===== src/verilog/dps_pkg.sv =====
// dps_pkg: constants, commands and carriers for the debug port security lock.
// assumes: included first; shared by the lock controller and the majority matcher.
package dps_pkg;

  // latch geometry and majority threshold
  localparam int KEY_W     = 32;
  localparam int MATCH_MIN = 28;
  localparam int CNT_W     = 6;

  // flash block addressing and protection levels
  localparam int BLK_W = 4;
  localparam int PROT_W = 2;
  localparam logic [PROT_W-1:0] PROT_NONE  = 2'h0;  // erase, program, verify allowed
  localparam logic [PROT_W-1:0] PROT_WRITE = 2'h1;  // verify only
  localparam logic [PROT_W-1:0] PROT_FULL  = 2'h2;  // no block erase, program or verify

  // which debug port carried the request
  typedef enum logic {
    PORT_JTAG,
    PORT_SWD
  } dps_port_t;

  // debug port commands
  typedef enum logic [3:0] {
    CMD_NOP,
    CMD_READ_LATCH,
    CMD_LOAD_KEY,
    CMD_COMMIT_KEY,
    CMD_ERASE_LATCH,
    CMD_SET_PROT,
    CMD_DEV_ERASE,
    CMD_DEV_PROG,
    CMD_DEV_VERIFY,
    CMD_BLK_ERASE,
    CMD_BLK_PROG,
    CMD_BLK_VERIFY,
    CMD_ENTER_DEBUG,
    CMD_ENTER_TEST,
    CMD_MEM_READ
  } dps_cmd_t;

  // request from the debug port front end
  typedef struct packed {
    logic             valid;
    dps_port_t        port;
    dps_cmd_t         cmd;
    logic [BLK_W-1:0] blk;
    logic [KEY_W-1:0] data;
  } dps_req_t;

  // answer to the debug port front end
  typedef struct packed {
    logic             ack;
    logic             refused;
    logic [KEY_W-1:0] rdata;
  } dps_resp_t;

  // operation handed to the flash controller
  typedef struct packed {
    logic             valid;
    dps_cmd_t         op;
    logic [BLK_W-1:0] blk;
    logic [KEY_W-1:0] data;
  } dps_flash_t;

  // program or erase order for the nonvolatile latch cells
  typedef struct packed {
    logic             valid;
    logic             erase;
    logic [KEY_W-1:0] data;
  } dps_nvl_t;

endpackage : dps_pkg


===== src/verilog/dps_match.sv =====
// dps_match: super-majority comparison of the nonvolatile latch cells against the key.
// assumes: cells come straight from the latch macro and are stable around reset release.
`timescale 1ns/100ps
`default_nettype none
module dps_match #(
  parameter logic [31:0] KEY_PATTERN = 32'hA5C3_0F96,  // value is arbitrary
  parameter int          MIN_EQUAL   = 28
) (
  input  wire logic [31:0] cells,
  output logic             match
);
  import dps_pkg::*;

  // elaboration check: the threshold must be reachable by a 32-bit word
  if (MIN_EQUAL < 1 || MIN_EQUAL > KEY_W) begin : gen_min_chk
    $error("dps_match: MIN_EQUAL out of range");
  end

  // count of ones in a word
  function automatic logic [CNT_W-1:0] ones(input logic [KEY_W-1:0] w);
    logic [CNT_W-1:0] n;
    n = '0;
    for (int i = 0; i < KEY_W; i++) begin
      n = n + CNT_W'(w[i]);
    end
    return n;
  endfunction : ones

  // a few dead cells must not drop the lock, so full equality is not required
  always_comb begin
    match = (ones(~(cells ^ KEY_PATTERN)) >= CNT_W'(MIN_EQUAL));
  end

endmodule : dps_match
`default_nettype wire


===== src/verilog/dps_lock.sv =====
// dps_lock: security lock that gates the test, programming and debug ports.
// assumes: one request per cycle from the port front end, latch cells from an
// external macro, flash controller takes one-cycle operation pulses.
// Function
// active lock permanently disables all debug ports
// latch holds a 32-bit value for comparison
// lock when 28 of 32 bits match key
// locked: refuse debug/test entry, latch changes
// lock needs load, commit, then reset
// lock output sampled only at reset
// key write only without any flash protection
// access stays open after commit until reset
// latch readable over serial wire debug port
// protection raised freely, cleared only by erase (sys_rst also clears every level)
// block operations obey that block's protection
// whole-device erase/program/verify when unlocked
// locked requests get no data (SWD latch read still returns the cells); mismatch unlocks
`timescale 1ns/100ps
`default_nettype none
module dps_lock
  import dps_pkg::*;
#(
  parameter logic [31:0] KEY_PATTERN = 32'hA5C3_0F96,  // value is arbitrary
  parameter int          NUM_BLOCKS  = 4
) (
  input  wire logic              clk_sys,
  input  wire logic              sys_rst,
  input  wire logic              clk_en,
  input  wire dps_pkg::dps_req_t req,
  input  wire logic [31:0]       nvl_cells,
  input  wire logic [31:0]       mem_rdata,
  output dps_pkg::dps_resp_t     resp,
  output dps_pkg::dps_flash_t    flash_op,
  output dps_pkg::dps_nvl_t      nvl_op,
  output logic                   jtag_en,
  output logic                   swd_en,
  output logic                   test_en,
  output logic                   debug_mode,
  output logic                   test_mode,
  output logic                   lock_active,
  output logic [NUM_BLOCKS-1:0][1:0] prot_level
);
  import dps_pkg::*;

  // smallest index width that reaches every implemented block
  localparam int IDX_W = (NUM_BLOCKS > 1) ? $clog2(NUM_BLOCKS) : 1;

  // elaboration check: the request block field must reach every block
  if (NUM_BLOCKS < 1 || NUM_BLOCKS > (1 << BLK_W)) begin : gen_blk_chk
    $error("dps_lock: NUM_BLOCKS out of range");
  end

  typedef struct packed {
    logic                              sampled;
    logic                              locked;
    logic [KEY_W-1:0]                  vol_key;
    logic [NUM_BLOCKS-1:0][PROT_W-1:0] prot;
    logic                              dbg;
    logic                              tst;
    dps_resp_t                         resp;
    dps_flash_t                        flash;
    dps_nvl_t                          nonvolatile_latch;
  } dps_state_t;

  dps_state_t st_ff;
  dps_state_t nxt_st;
  logic       latch_match;
  logic       gate;
  logic       ok;
  logic       prot_any;
  logic [PROT_W-1:0] lvl;

  dps_match #(
    .KEY_PATTERN (KEY_PATTERN),
    .MIN_EQUAL   (MATCH_MIN)
  ) u_match (
    .cells (nvl_cells),
    .match (latch_match)
  );

  // block index within the implemented range
  function automatic logic blk_ok(input logic [BLK_W-1:0] b);
    return (32'(b) < NUM_BLOCKS);
  endfunction : blk_ok

  // ports open only once the lock has been sampled and found clear
  assign gate     = st_ff.sampled & ~st_ff.locked;
  assign prot_any = |st_ff.prot;
  assign lvl      = blk_ok(req.blk) ? st_ff.prot[req.blk[IDX_W-1:0]] : PROT_FULL;

  // next state: sampling, command decode and one-cycle pulses
  always_comb begin
    nxt_st = st_ff;
    nxt_st.resp  = '0;
    nxt_st.flash = '0;
    nxt_st.nonvolatile_latch   = '0;
    ok = 1'b0;
    // first enabled edge after reset release takes the latch verdict, then never again
    if (!st_ff.sampled) begin
      nxt_st.sampled = 1'b1;
      nxt_st.locked  = latch_match;
    end
    if (req.valid) begin
      case (req.cmd)
        CMD_READ_LATCH: ok = st_ff.sampled && (req.port == PORT_SWD);
        CMD_LOAD_KEY: begin
          ok = gate && !prot_any;
          if (ok) nxt_st.vol_key = req.data;
        end
        CMD_COMMIT_KEY: begin
          ok = gate && !prot_any;
          nxt_st.nonvolatile_latch.valid = ok;
          nxt_st.nonvolatile_latch.data  = st_ff.vol_key;
        end
        CMD_ERASE_LATCH: begin
          ok = gate;
          nxt_st.nonvolatile_latch.valid = ok;
          nxt_st.nonvolatile_latch.erase = ok;
        end
        CMD_SET_PROT: begin
          // levels only go up here; a lower value is refused
          ok = gate && blk_ok(req.blk) && (req.data[PROT_W-1:0] >= lvl);
          if (ok) nxt_st.prot[req.blk[IDX_W-1:0]] = req.data[PROT_W-1:0];
        end
        CMD_DEV_ERASE: begin
          ok = gate;
          if (ok) nxt_st.prot = '0;
        end
        CMD_DEV_PROG,
        CMD_DEV_VERIFY: ok = gate;
        CMD_BLK_ERASE,
        CMD_BLK_PROG: ok = gate && (lvl == PROT_NONE);
        CMD_BLK_VERIFY: ok = gate && (lvl != PROT_FULL);
        CMD_ENTER_DEBUG: begin
          ok = gate;
          if (ok) nxt_st.dbg = 1'b1;
        end
        CMD_ENTER_TEST: begin
          ok = gate;
          if (ok) nxt_st.tst = 1'b1;
        end
        CMD_MEM_READ: ok = gate;
        default: ok = 1'b0;
      endcase
      nxt_st.resp.ack     = 1'b1;
      nxt_st.resp.refused = ~ok;
      if (ok && req.cmd == CMD_READ_LATCH) begin
        nxt_st.resp.rdata = nvl_cells;
      end else if (ok && req.cmd == CMD_MEM_READ) begin
        nxt_st.resp.rdata = mem_rdata;
      end
      if (ok && req.cmd >= CMD_DEV_ERASE && req.cmd <= CMD_BLK_VERIFY) begin
        nxt_st.flash.valid = 1'b1;
        nxt_st.flash.op    = req.cmd;
        nxt_st.flash.blk   = req.blk;
        nxt_st.flash.data  = req.data;
      end
    end
  end

  // single state register; clk_en low freezes everything
  always_ff @(posedge clk_sys or posedge sys_rst) begin
    if (sys_rst) begin
      st_ff <= '0;
    end else if (clk_en) begin
      st_ff <= nxt_st;
    end
  end

  // outputs straight from the state register
  assign resp        = st_ff.resp;
  assign flash_op    = st_ff.flash;
  assign nvl_op      = st_ff.nonvolatile_latch;
  assign jtag_en     = gate;
  assign swd_en      = gate;
  assign test_en     = gate;
  assign debug_mode  = st_ff.dbg;
  assign test_mode   = st_ff.tst;
  assign lock_active = st_ff.locked;
  assign prot_level  = st_ff.prot;

  // helper terms for the checks below
  logic take;
  assign take      = clk_en && req.valid;

  // true when any block's level sits below its previous value
  function automatic logic prot_fell(input logic [NUM_BLOCKS-1:0][PROT_W-1:0] cur,
                                     input logic [NUM_BLOCKS-1:0][PROT_W-1:0] prev);
    logic f;
    f = 1'b0;
    for (int i = 0; i < NUM_BLOCKS; i++) begin
      f = f | (cur[i] < prev[i]);
    end
    return f;
  endfunction : prot_fell
endmodule : dps_lock
`default_nettype wire


===== config.mk =====
export PLATFORM = sky130hd
export DESIGN_NAME = dps_lock
export DESIGN_NICKNAME = d
export VERILOG_FILES = /design/src/verilog/dps_pkg.sv /design/src/verilog/dps_match.sv /design/src/verilog/dps_lock.sv
export SDC_FILE = /design/constraint.sdc
export NUM_CORES = 1
export LEC_CHECK = 0
export BUFFER_PORTS_ARGS = -buffer_cell sky130_fd_sc_hd__buf_4
export CORE_ASPECT_RATIO = 0.8
export CORE_MARGIN = 5
export CORE_UTILIZATION = 52
export DETAILED_ROUTE_END_ITERATION = 8
export PLACE_DENSITY = 0.8
export SETUP_SLACK_MARGIN = 0.05
export SLEW_MARGIN = 20
export SYNTH_ARGS = -nofsm -noshare
export SYNTH_HDL_FRONTEND = slang
export SYNTH_HIERARCHICAL = 1
export SYNTH_SLANG_ARGS = --single-unit

===== constraint.sdc =====
create_clock -name clk_sys -period 6.3 [get_ports clk_sys]
set_input_delay 1.26 -clock clk_sys [delete_from_list [all_inputs] [get_ports clk_sys]]
set_output_delay 1.26 -clock clk_sys [all_outputs]
set_load 0.02 [all_outputs]

## Yosys cells after proc, flatten, opt, wreduce, memory -nomap -nowiden

Cells that the tools add are included.
W data, S select, Z words.

- Add/sub/neg operators: 31
- Order comparisons: 7
- Equal/unequal tests: 17
- Mux-type cells: 18
- Bitwise operators: 6
- Reduce and logical (&&, ||, !) cells: 23

Operators by type and width:

| kind | number |
|---|---|
| $add A6 B1 Y6 | 30 |
| $mux W109 | 1 |
| $mux W32 | 3 |
| $mux W41 | 1 |
| $not A32 Y32 | 1 |
| $eq A4 B4 Y1 const B | 7 |
| $eq A4 B3 Y1 const B | 4 |
| $mux W8 | 2 |
| $not A16 Y16 | 1 |
| $pmux W8 S2 | 1 |
| $reduce_and A4 Y1 | 3 |
| $logic_and A1 B1 Y1 | 11 |
| $bwmux W8 | 1 |
| $eq A4 B2 Y1 const B | 2 |
| $reduce_or A8 Y1 | 1 |
| $reduce_or A7 Y1 | 1 |
| $ge A6 B5 Y1 const B | 1 |
| $mux W2 | 3 |
| $ne A2 B2 Y1 const B | 3 |
| $pmux W1 S6 | 1 |
| $reduce_and A5 Y1 | 1 |
| $bmux W2 S2 | 1 |
| $demux W2 S2 | 1 |
| $eq A4 B1 Y1 const B | 1 |
| other kinds (16) | 20 |

- Register bits after elaboration: 153
- Bits of input ports: 109
- Output and inout bits: 123
- Word-level logic and storage cells: 121

## Depth between registers and ports, before layout

Gate-level depths: netlist of the first run.

- Word-level depth: 34
- Depth in mapped cells: 21
- Mapped depth without buffers: 21

## By module

The synthesis of the first run kept the hierarchy.

Modules (own cells, without submodules):

| module | times used | cells an instance | area an instance (um^2) | sequential area each (um^2) |
|---|---|---|---|---|
| dps_lock | 1 | 561 | 7,065.5 | 3,828.7 |
| dps_match | 1 | 96 | 865.8 | 0.0 |

## Worst setup path before layout of the first run

No wires, ideal clock.

- Path type: input-to-reg
- Start: in nvl_cells[19]
- End: reg st_ff (netlist bit lock_active)
- Setup time: 0.121 ns
- Arrival: 5.917 ns
- Data required time: 6.179 ns
- Path slack: 0.263 ns
- Cell stages on the path: 21
- Path buffers: 0
- Path through: inv_1 > fa_1 > inv_1 > fa_1 > inv_1 > fa_1 > inv_1 > fa_1 > inv_1 > fa_1 > inv_1 > fa_1 > fa_1 > inv_1 > fa_1 > a21o_1 > a21oi_2 > a211oi_1 > a311o_1 > nand3b_1 > nand2_1

- Word-level cells in the longest chain between the ends: 15

RTL lines:

| item | line | text |
|---|---|---|
| start: declaration | dps_lock.sv:30 | `input wire logic [31:0] nvl_cells,` |
| $not A32 Y32 | dps_match.sv:31 | `match = (ones(~(cells ^ KEY_PATTERN)) >= CNT_W'(MIN_EQUAL));` |
| $add A6 B1 Y6 (13 in a row) | dps_match.sv:24 | `n = n + CNT_W'(w[i]);` |
| $ge A6 B5 Y1 | dps_match.sv:31 |  |
| net latch_match | dps_lock.sv:67 | `logic latch_match;` |
| end signal: assignment | dps_lock.sv:166 | `st_ff <= nxt_st;` |
| end: declaration | dps_lock.sv:65 | `dps_state_t st_ff;` |

The timed path passes the listed nets, and every way through them passes these cells.
A chain may end at the register's enable or synchronous reset.

## Worst setup path after layout of the first run

Same ends and word-level chain as after synthesis.

==> impl_results.md, run 1 <==
* Via count at 5330
* Post-DP HPWL at 13600 um
* Status: completed
* WL/cell at ~19 um
* Row cnt at 40
* H-tree depth at 4
* Fillcell total at 1158
* P&R area growth vs syn at 19.7%
* Post-synth EDFFs at 0
* Nets at slightly above 900
* Post-Syn Area at 0.00793 mm2
* Avg Cell Area, Syn at ~12 um2
* Clk slew on worst S/H paths at around 0.070 ns
* Clock skew at 0.0114 ns
* PD cells at around 340 mW/mm2
* Synthesized Nets at 800
* Hold Path Class: reg2reg
* Post-synth top area share at 48.3%
* Port bufs at 231
* Final wirelength at around 18000 um
* Cells after Synth at about 660
* Total gr overflow at 0
* Vias in the first global route at between 5000 and 6000
* Fmax at 168 MHz
* Pins Over Slew Limit at 0
* Share of cells above drive strength 1 at 44.6%
* Dpl ws at -0.0817 ns
* Post-route design area at 0.00950 mm2
* Initial Utilization at 52.8%
* DRC Markers at 0
* Final Hold Viols at 0
* Worst Setup Slack, final at between 0.3 and 0.4 ns
* Die height at 120 um
* Pin count of the biggest net entering global routing at approximately 90
* Worst Path Class, Setup: in2reg
* Unrepaired setup endpoints after global routing: false
* Worst slew pin tran at 0.948 ns
* FFs w/ async S/R, synth at 100%
* Arrival @ worst endpoint at 6.26 ns
* Number of diodes at 0
* Post-CTS Setup Repair Bufs at 0
* Worst-path fanout max at 3
* Hold Path Cell Cnt at 1
* Worst Reg-to-Reg Cells at 9
* Most frequent cells in the layout: buf_4 (237), dfrtp_1 (153), inv_1 (56)
* Total negative slack at 0 ns
* Clock buffer count from CTS at 17
* Worst path required time at 6.60 ns
* Drt pass-1 iters at 5
* Seq/Total Area, Yosys at 48.3%
* Fin Hold WS at 0.479 ns
* CTS resizes at 0
* Ranking of synthesized cells by area: dfrtp_1 (48%), buf_4 (11%), fa_1 (6.1%), a22o_1 (4.7%), mux2_2 (4.4%)
* Kind of start point of the critical path: primary input
* Number of setup violations in the final report at 0
* Most common cell after layout, fill and taps aside: buf_4
* Die footprint at 0.0178 mm2
* DR iter-0 viols at about 300
* Initial antenna violation count at 0
* Die W at between 100 and 150 um
* Max IR drop VDD at 283 uV
* Root buffer cell: clkbuf_16
* CTS Buffer Depth at 2
* Worst-Skew Late Latency at roughly 0.42 ns
* CP Capture Type: register
* Fin crit share at 94.5%
* Post-layout min period at 5.95 ns
* Yosys cell types at 55
* CTS tree: built
* Number of synthesized register bits at 153
* Hold buffer count at cts at 0
* Routability cong. at 0.876
* Max-slew headroom at 36.8%
* Clk sinks at 153
* Most used flip-flop cell after synthesis: dfrtp_1
* GRT Util Overall at 20.9%
* IO Count at 232
* Routed vias/inst at ~5.5
* Leak at 0.00497 uW
* Final ANT Viol Nets at 0
* Core Region at 0.0150 mm2
* Area leader, netlist: dfrtp_1
* YS warnings at 6
* First-pass GRT wire length at 29700 um
* Max Cap Viol at 0
* DP Area at slightly below 0.009 mm2
## power by group
part / internal (uW) / switching (uW) / leakage, uW
clock network: 567 / 457 / 0.000286
registers: 1080 / 56.7 / 0.00208
logic: 475 / 579 / 0.00260
## final timing paths
kind	from	endpoint	slack, ns
max in group asynchronous	sys_rst	st_ff[144]	3.99
min in group asynchronous	sys_rst	flash_op[13]	1.00
hold reg to reg	st_ff[145]	nvl_op[26]	0.48
hold / removal	st_ff[145]	nvl_op[26]	0.48
setup reg to reg	prot_level[0]	resp[22]	3.61
setup / recovery	nvl_cells[19]	lock_active	0.35
## synthesized netlist by cell type (all sizes together), types with 5 or more instances
cell / count
dfrtp: 153
buf: 132
a22o: 77
inv: 58
and2: 34
a221o: 32
mux2: 32
fa: 24
clkbuf: 18
nor2: 14
ha: 10
nand2: 8
nand2b: 6
a21o: 5
a21oi: 5
nor3: 5
o21ai: 5
## area by class of cell
cell class | instances | area, um2 | share of cell area (%)
inverters | 58 | 224 | 2.36
multi-input cells | 296 | 2820 | 29.7
repair buffers | 237 | 1780 | 18.7
clock inverters | 15 | 184 | 1.94
clock buffers | 17 | 425 | 4.48
well taps | 189 | 236 | 2.49
flip-flops and latches | 153 | 3830 | 40.3
## cells by family after synthesis
logic type / count (synthesis) / share of synthesized area (%)
xor gates and xnor gates: 1 / 0.110
buffers and inverters: 208 / 16.3
DFF: 153 / 48.3
and+or+nand+nor: 85 / 6.26
AOI/OAI and AO/OA: 141 / 16.1
muxes: 35 / 5.28
adders and majority gates: 34 / 7.64
## registers in the layout, indices dropped and copies added (netlist names)
signal,count
test_mode,1
resp,34
debug_mode,1
nvl_op,34
lock_active,1
st_ff,33
flash_op,41
prot_level,8
## per-layer routing
| layer | GRT usage [%] | vias to the layer above | wire length [um] |
|---|---|---|---|
| met2 | 33.8 | 225 | 8840 |
| met3 | 5.32 | 31 | 1280 |
| met4 | 7.50 | 0 | 339 |
| met1 | 27.6 | 2682 | 8020 |
| li1 | - | 2392 | - |
| met5 | 0 | - | 0 |
## critical path: stages
cell	delay, ns
buf_4	0.08
inv_1	0.04
fa_1	0.53
inv_1	0.05
fa_1	0.47
inv_1	0.05
fa_1	0.48
inv_1	0.05
fa_1	0.49
inv_1	0.05
fa_1	0.47
inv_1	0.05
fa_1	0.51
fa_1	0.20
inv_1	0.07
fa_1	0.47
a21o_1	0.19
a21oi_2	0.17
a211oi_1	0.08
a311o_1	0.35
nand3b_1	0.08
nand2_1	0.05
## through the flow
step | total power [uW] | instances | utilization [%]
2_1_floorplan | 1930 | 657 | -
3_5_place_dp | 2200 | 933 | 59.2
3_3_place_gp | 2110 | 933 | 59.2
4_1_cts | 3240 | 965 | 63.2
5_1_grt | 3420 | 965 | 63.2
6_report | 3220 | 965 | 63.2
(Power assumes the default switching activity.)
==> inputs of run 2 (changes only) <==
==> constraint.sdc (replaced) <==
create_clock -name clk_sys -period 6.3 [get_ports clk_sys]
set_input_delay 0.945 -clock clk_sys [delete_from_list [all_inputs] [get_ports clk_sys]]
set_output_delay 0.945 -clock clk_sys [all_outputs]
set_load 0.02 [all_outputs]
==> impl_results.md, run 2 (synthesized netlist as in run 1, its figures left out) <==
* IO Count at 232 (unchanged)
* Die height at 120 um (unchanged)
* DR iter-0 viols at 275 (-9.2%)
* Initial Utilization at 52.8% (unchanged)
* Worst slew pin tran at 0.946 ns (-0.00226 ns)
* Root buffer cell: clkbuf_16
* Pins Over Slew Limit at 0 (unchanged)
* Clk sinks at 153 (unchanged)
* Arrival @ worst endpoint at 5.96 ns (-0.30 ns)
* Share of cells above drive strength 1 at 44.6% (unchanged)
* Initial antenna violation count at 0 (unchanged)
* Clock buffer count from CTS at 17 (unchanged)
* GRT Util Overall at 20.8% (-0.085 points)
* Max IR drop VDD at 267 uV (-5.6%)
* CP Capture Type: register
* Worst Setup Slack, final at 0.653 ns (+0.306 ns)
* WL/cell at 19.2 um (+0.24%)
* Number of diodes at 0 (unchanged)
* Largest register FFs at 41 (unchanged)
* RR Startpoint: prot_level[6]
* Nets at 906 (unchanged)
* Number of setup violations in the final report at 0 (unchanged)
* Unrepaired setup endpoints after global routing: false
* Most common cell after layout, fill and taps aside: buf_4
* P_sw at 1120 uW (+2.1%)
* Reg2Reg Setup Slack at 3.61 ns (about the same)
* Reg power frac at 33.8% (-1.7 points)
* Final ANT Viol Nets at 0 (unchanged)
* Fillcell total at 1156 (-0.17%)
* Clock skew at 0.00999 ns (-0.00141 ns)
* Total Power at 3370 uW (+4.6%)
* Max-slew headroom at 36.9% (+0.15 points)
* CTS resizes at 0 (unchanged)
* Post-DP HPWL at 13400 um (-1.3%)
* Leak at 0.00501 uW (+0.80%)
* Row cnt at 40 (unchanged)
* Comb power frac at 32.1% (-0.7 points)
* Final Hold Viols at 0 (unchanged)
* Routed vias/inst at 5.55 (+0.49%)
* Hold Path Class: reg2reg
* Via count at 5356 (+0.49%)
* P&R area growth vs syn at 20.4%
* Status: completed
* Worst Reg-to-Reg Cells at 9 (unchanged)
* H-tree depth at 4 (unchanged)
* CTS Buffer Depth at 2 (unchanged)
* Worst Path Class, Setup: in2reg
* Hold buffer count at cts at 0 (unchanged)
* Internal at 2250 uW (+5.9%)
* Fmax at 177 MHz (+5.4%)
* Reg2reg end: resp[24]
* Core Region at 0.0150 mm2 (unchanged)
* Post-CTS Setup Repair Bufs at 0 (unchanged)
* Pin count of the biggest net entering global routing at 91 (unchanged)
* Kind of start point of the critical path: primary input
* Worst-path fanout max at 3 (unchanged)
* Worst path required time at 6.61 ns (about the same)
* Total negative slack at 0 ns (unchanged)
* Hold endpoint: nvl_op[4]
* Drt pass-1 iters at 5 (unchanged)
* Die W at 148 um (unchanged)
* Post-layout min period at 5.65 ns (-0.306 ns)
* DRC Markers at 0 (unchanged)
* First-pass GRT wire length at 29500 um (-0.81%)
* CTS tree: built
* Switching portion of total power at 33.1% (-0.82 points)
* Port bufs at 231 (unchanged)
* Clk slew on worst S/H paths at 0.07 ns (about the same)
* Max Cap Viol at 0 (unchanged)
* Die footprint at 0.0178 mm2 (unchanged)
* Final wirelength at 18500 um (+0.24%)
* Total gr overflow at 0 (unchanged)
* Fin crit share at 89.6% (-4.9 points)
* PD cells at 353 mW/mm2 (+4.0%)
* Worst hold path startpoint: st_ff[123]
* Worst-Skew Late Latency at 0.43 ns (about the same)
* Clock power share at 34.1% (+2.3 points)
* Routability cong. at 0.876 (about the same)
* Vias in the first global route at 5597 (-0.83%)
* Hold Path Cell Cnt at 1 (unchanged)
* Most frequent cells in the layout: buf_4 (237), dfrtp_1 (153), inv_1 (56)
* Dpl ws at 0.230 ns (+0.312 ns)
-- run 2: cell types whose count changed in the layout (fill, tap and decap cells not counted) --
cell	change
bufinv_16	+3
clkbuf_8	+1
clkinv_4	-2
clkinv_8	-3
clkinvlp_4	-3
inv_6	+3
inv_8	+1
-- run 2: critical path: stages --
cell,delay [ns]
buf_4,0.08
inv_1,0.04
fa_1,0.53
inv_1,0.05
fa_1,0.47
inv_1,0.05
fa_1,0.47
inv_1,0.05
fa_1,0.50
inv_1,0.05
fa_1,0.47
inv_1,0.05
fa_1,0.51
fa_1,0.21
inv_1,0.07
fa_1,0.48
a21o_1,0.20
a21oi_2,0.17
a211oi_1,0.07
a311o_1,0.35
nand3b_1,0.08
nand2_1,0.05
-- run 2: layer usage --
layer	track usage (%)	up-vias	part of all wire, %
met5	0	-	0
met4	7.39	0	1.4
met3	5.32	23	7.4
met2	33.2	209	48
met1	27.9	2728	43
li1	-	2396	-
-- run 2: final cells by class --
type | count | area, um2 | share of cell area (%)
inverters | 58 | 224 | 2.35
clock inverters | 14 | 223 | 2.33
multi-input cells | 296 | 2820 | 29.5
flip-flops and latches | 153 | 3830 | 40.1
well taps | 189 | 236 | 2.48
repair buffers | 237 | 1780 | 18.6
clock buffers | 18 | 439 | 4.60
-- run 2: power groups by stage --
stage	registers, uW	logic [uW]	clock network [uW]
CTS	1140	1080	1160
finish	1140	1080	1150
detailed placement	1160	1040	0
global route	1150	1180	1210
global placement	1150	959	0
floorplan	1150	775	0
-- run 2: through the flow --
| step | area (um2) | hold WS, ns | utilization [%] | std cells |
|---|---|---|---|---|
| finish | 9550 | 0.485 | 63.6 | 965 |
| detailed placement | 8890 | 0.470 | 59.2 | 933 |
| CTS | 9550 | 0.488 | 63.6 | 965 |
| global route | 9550 | 0.495 | 63.6 | 965 |
| floorplan | 7930 | 0.448 | - | 657 |
| global placement | 8890 | 0.465 | 59.2 | 933 |
-- run 2: worst max-delay path by stage --
stage | slack [ns] | end | from | cells past startpoint
global placement | 0.36 | lock_active | nvl_cells[19] | 22
global route | 0.50 | lock_active | nvl_cells[19] | 22
floorplan | 0.58 | lock_active | nvl_cells[19] | 21
detailed placement | 0.23 | lock_active | nvl_cells[19] | 22
CTS | 0.67 | lock_active | nvl_cells[19] | 22
finish | 0.65 | lock_active | nvl_cells[19] | 22
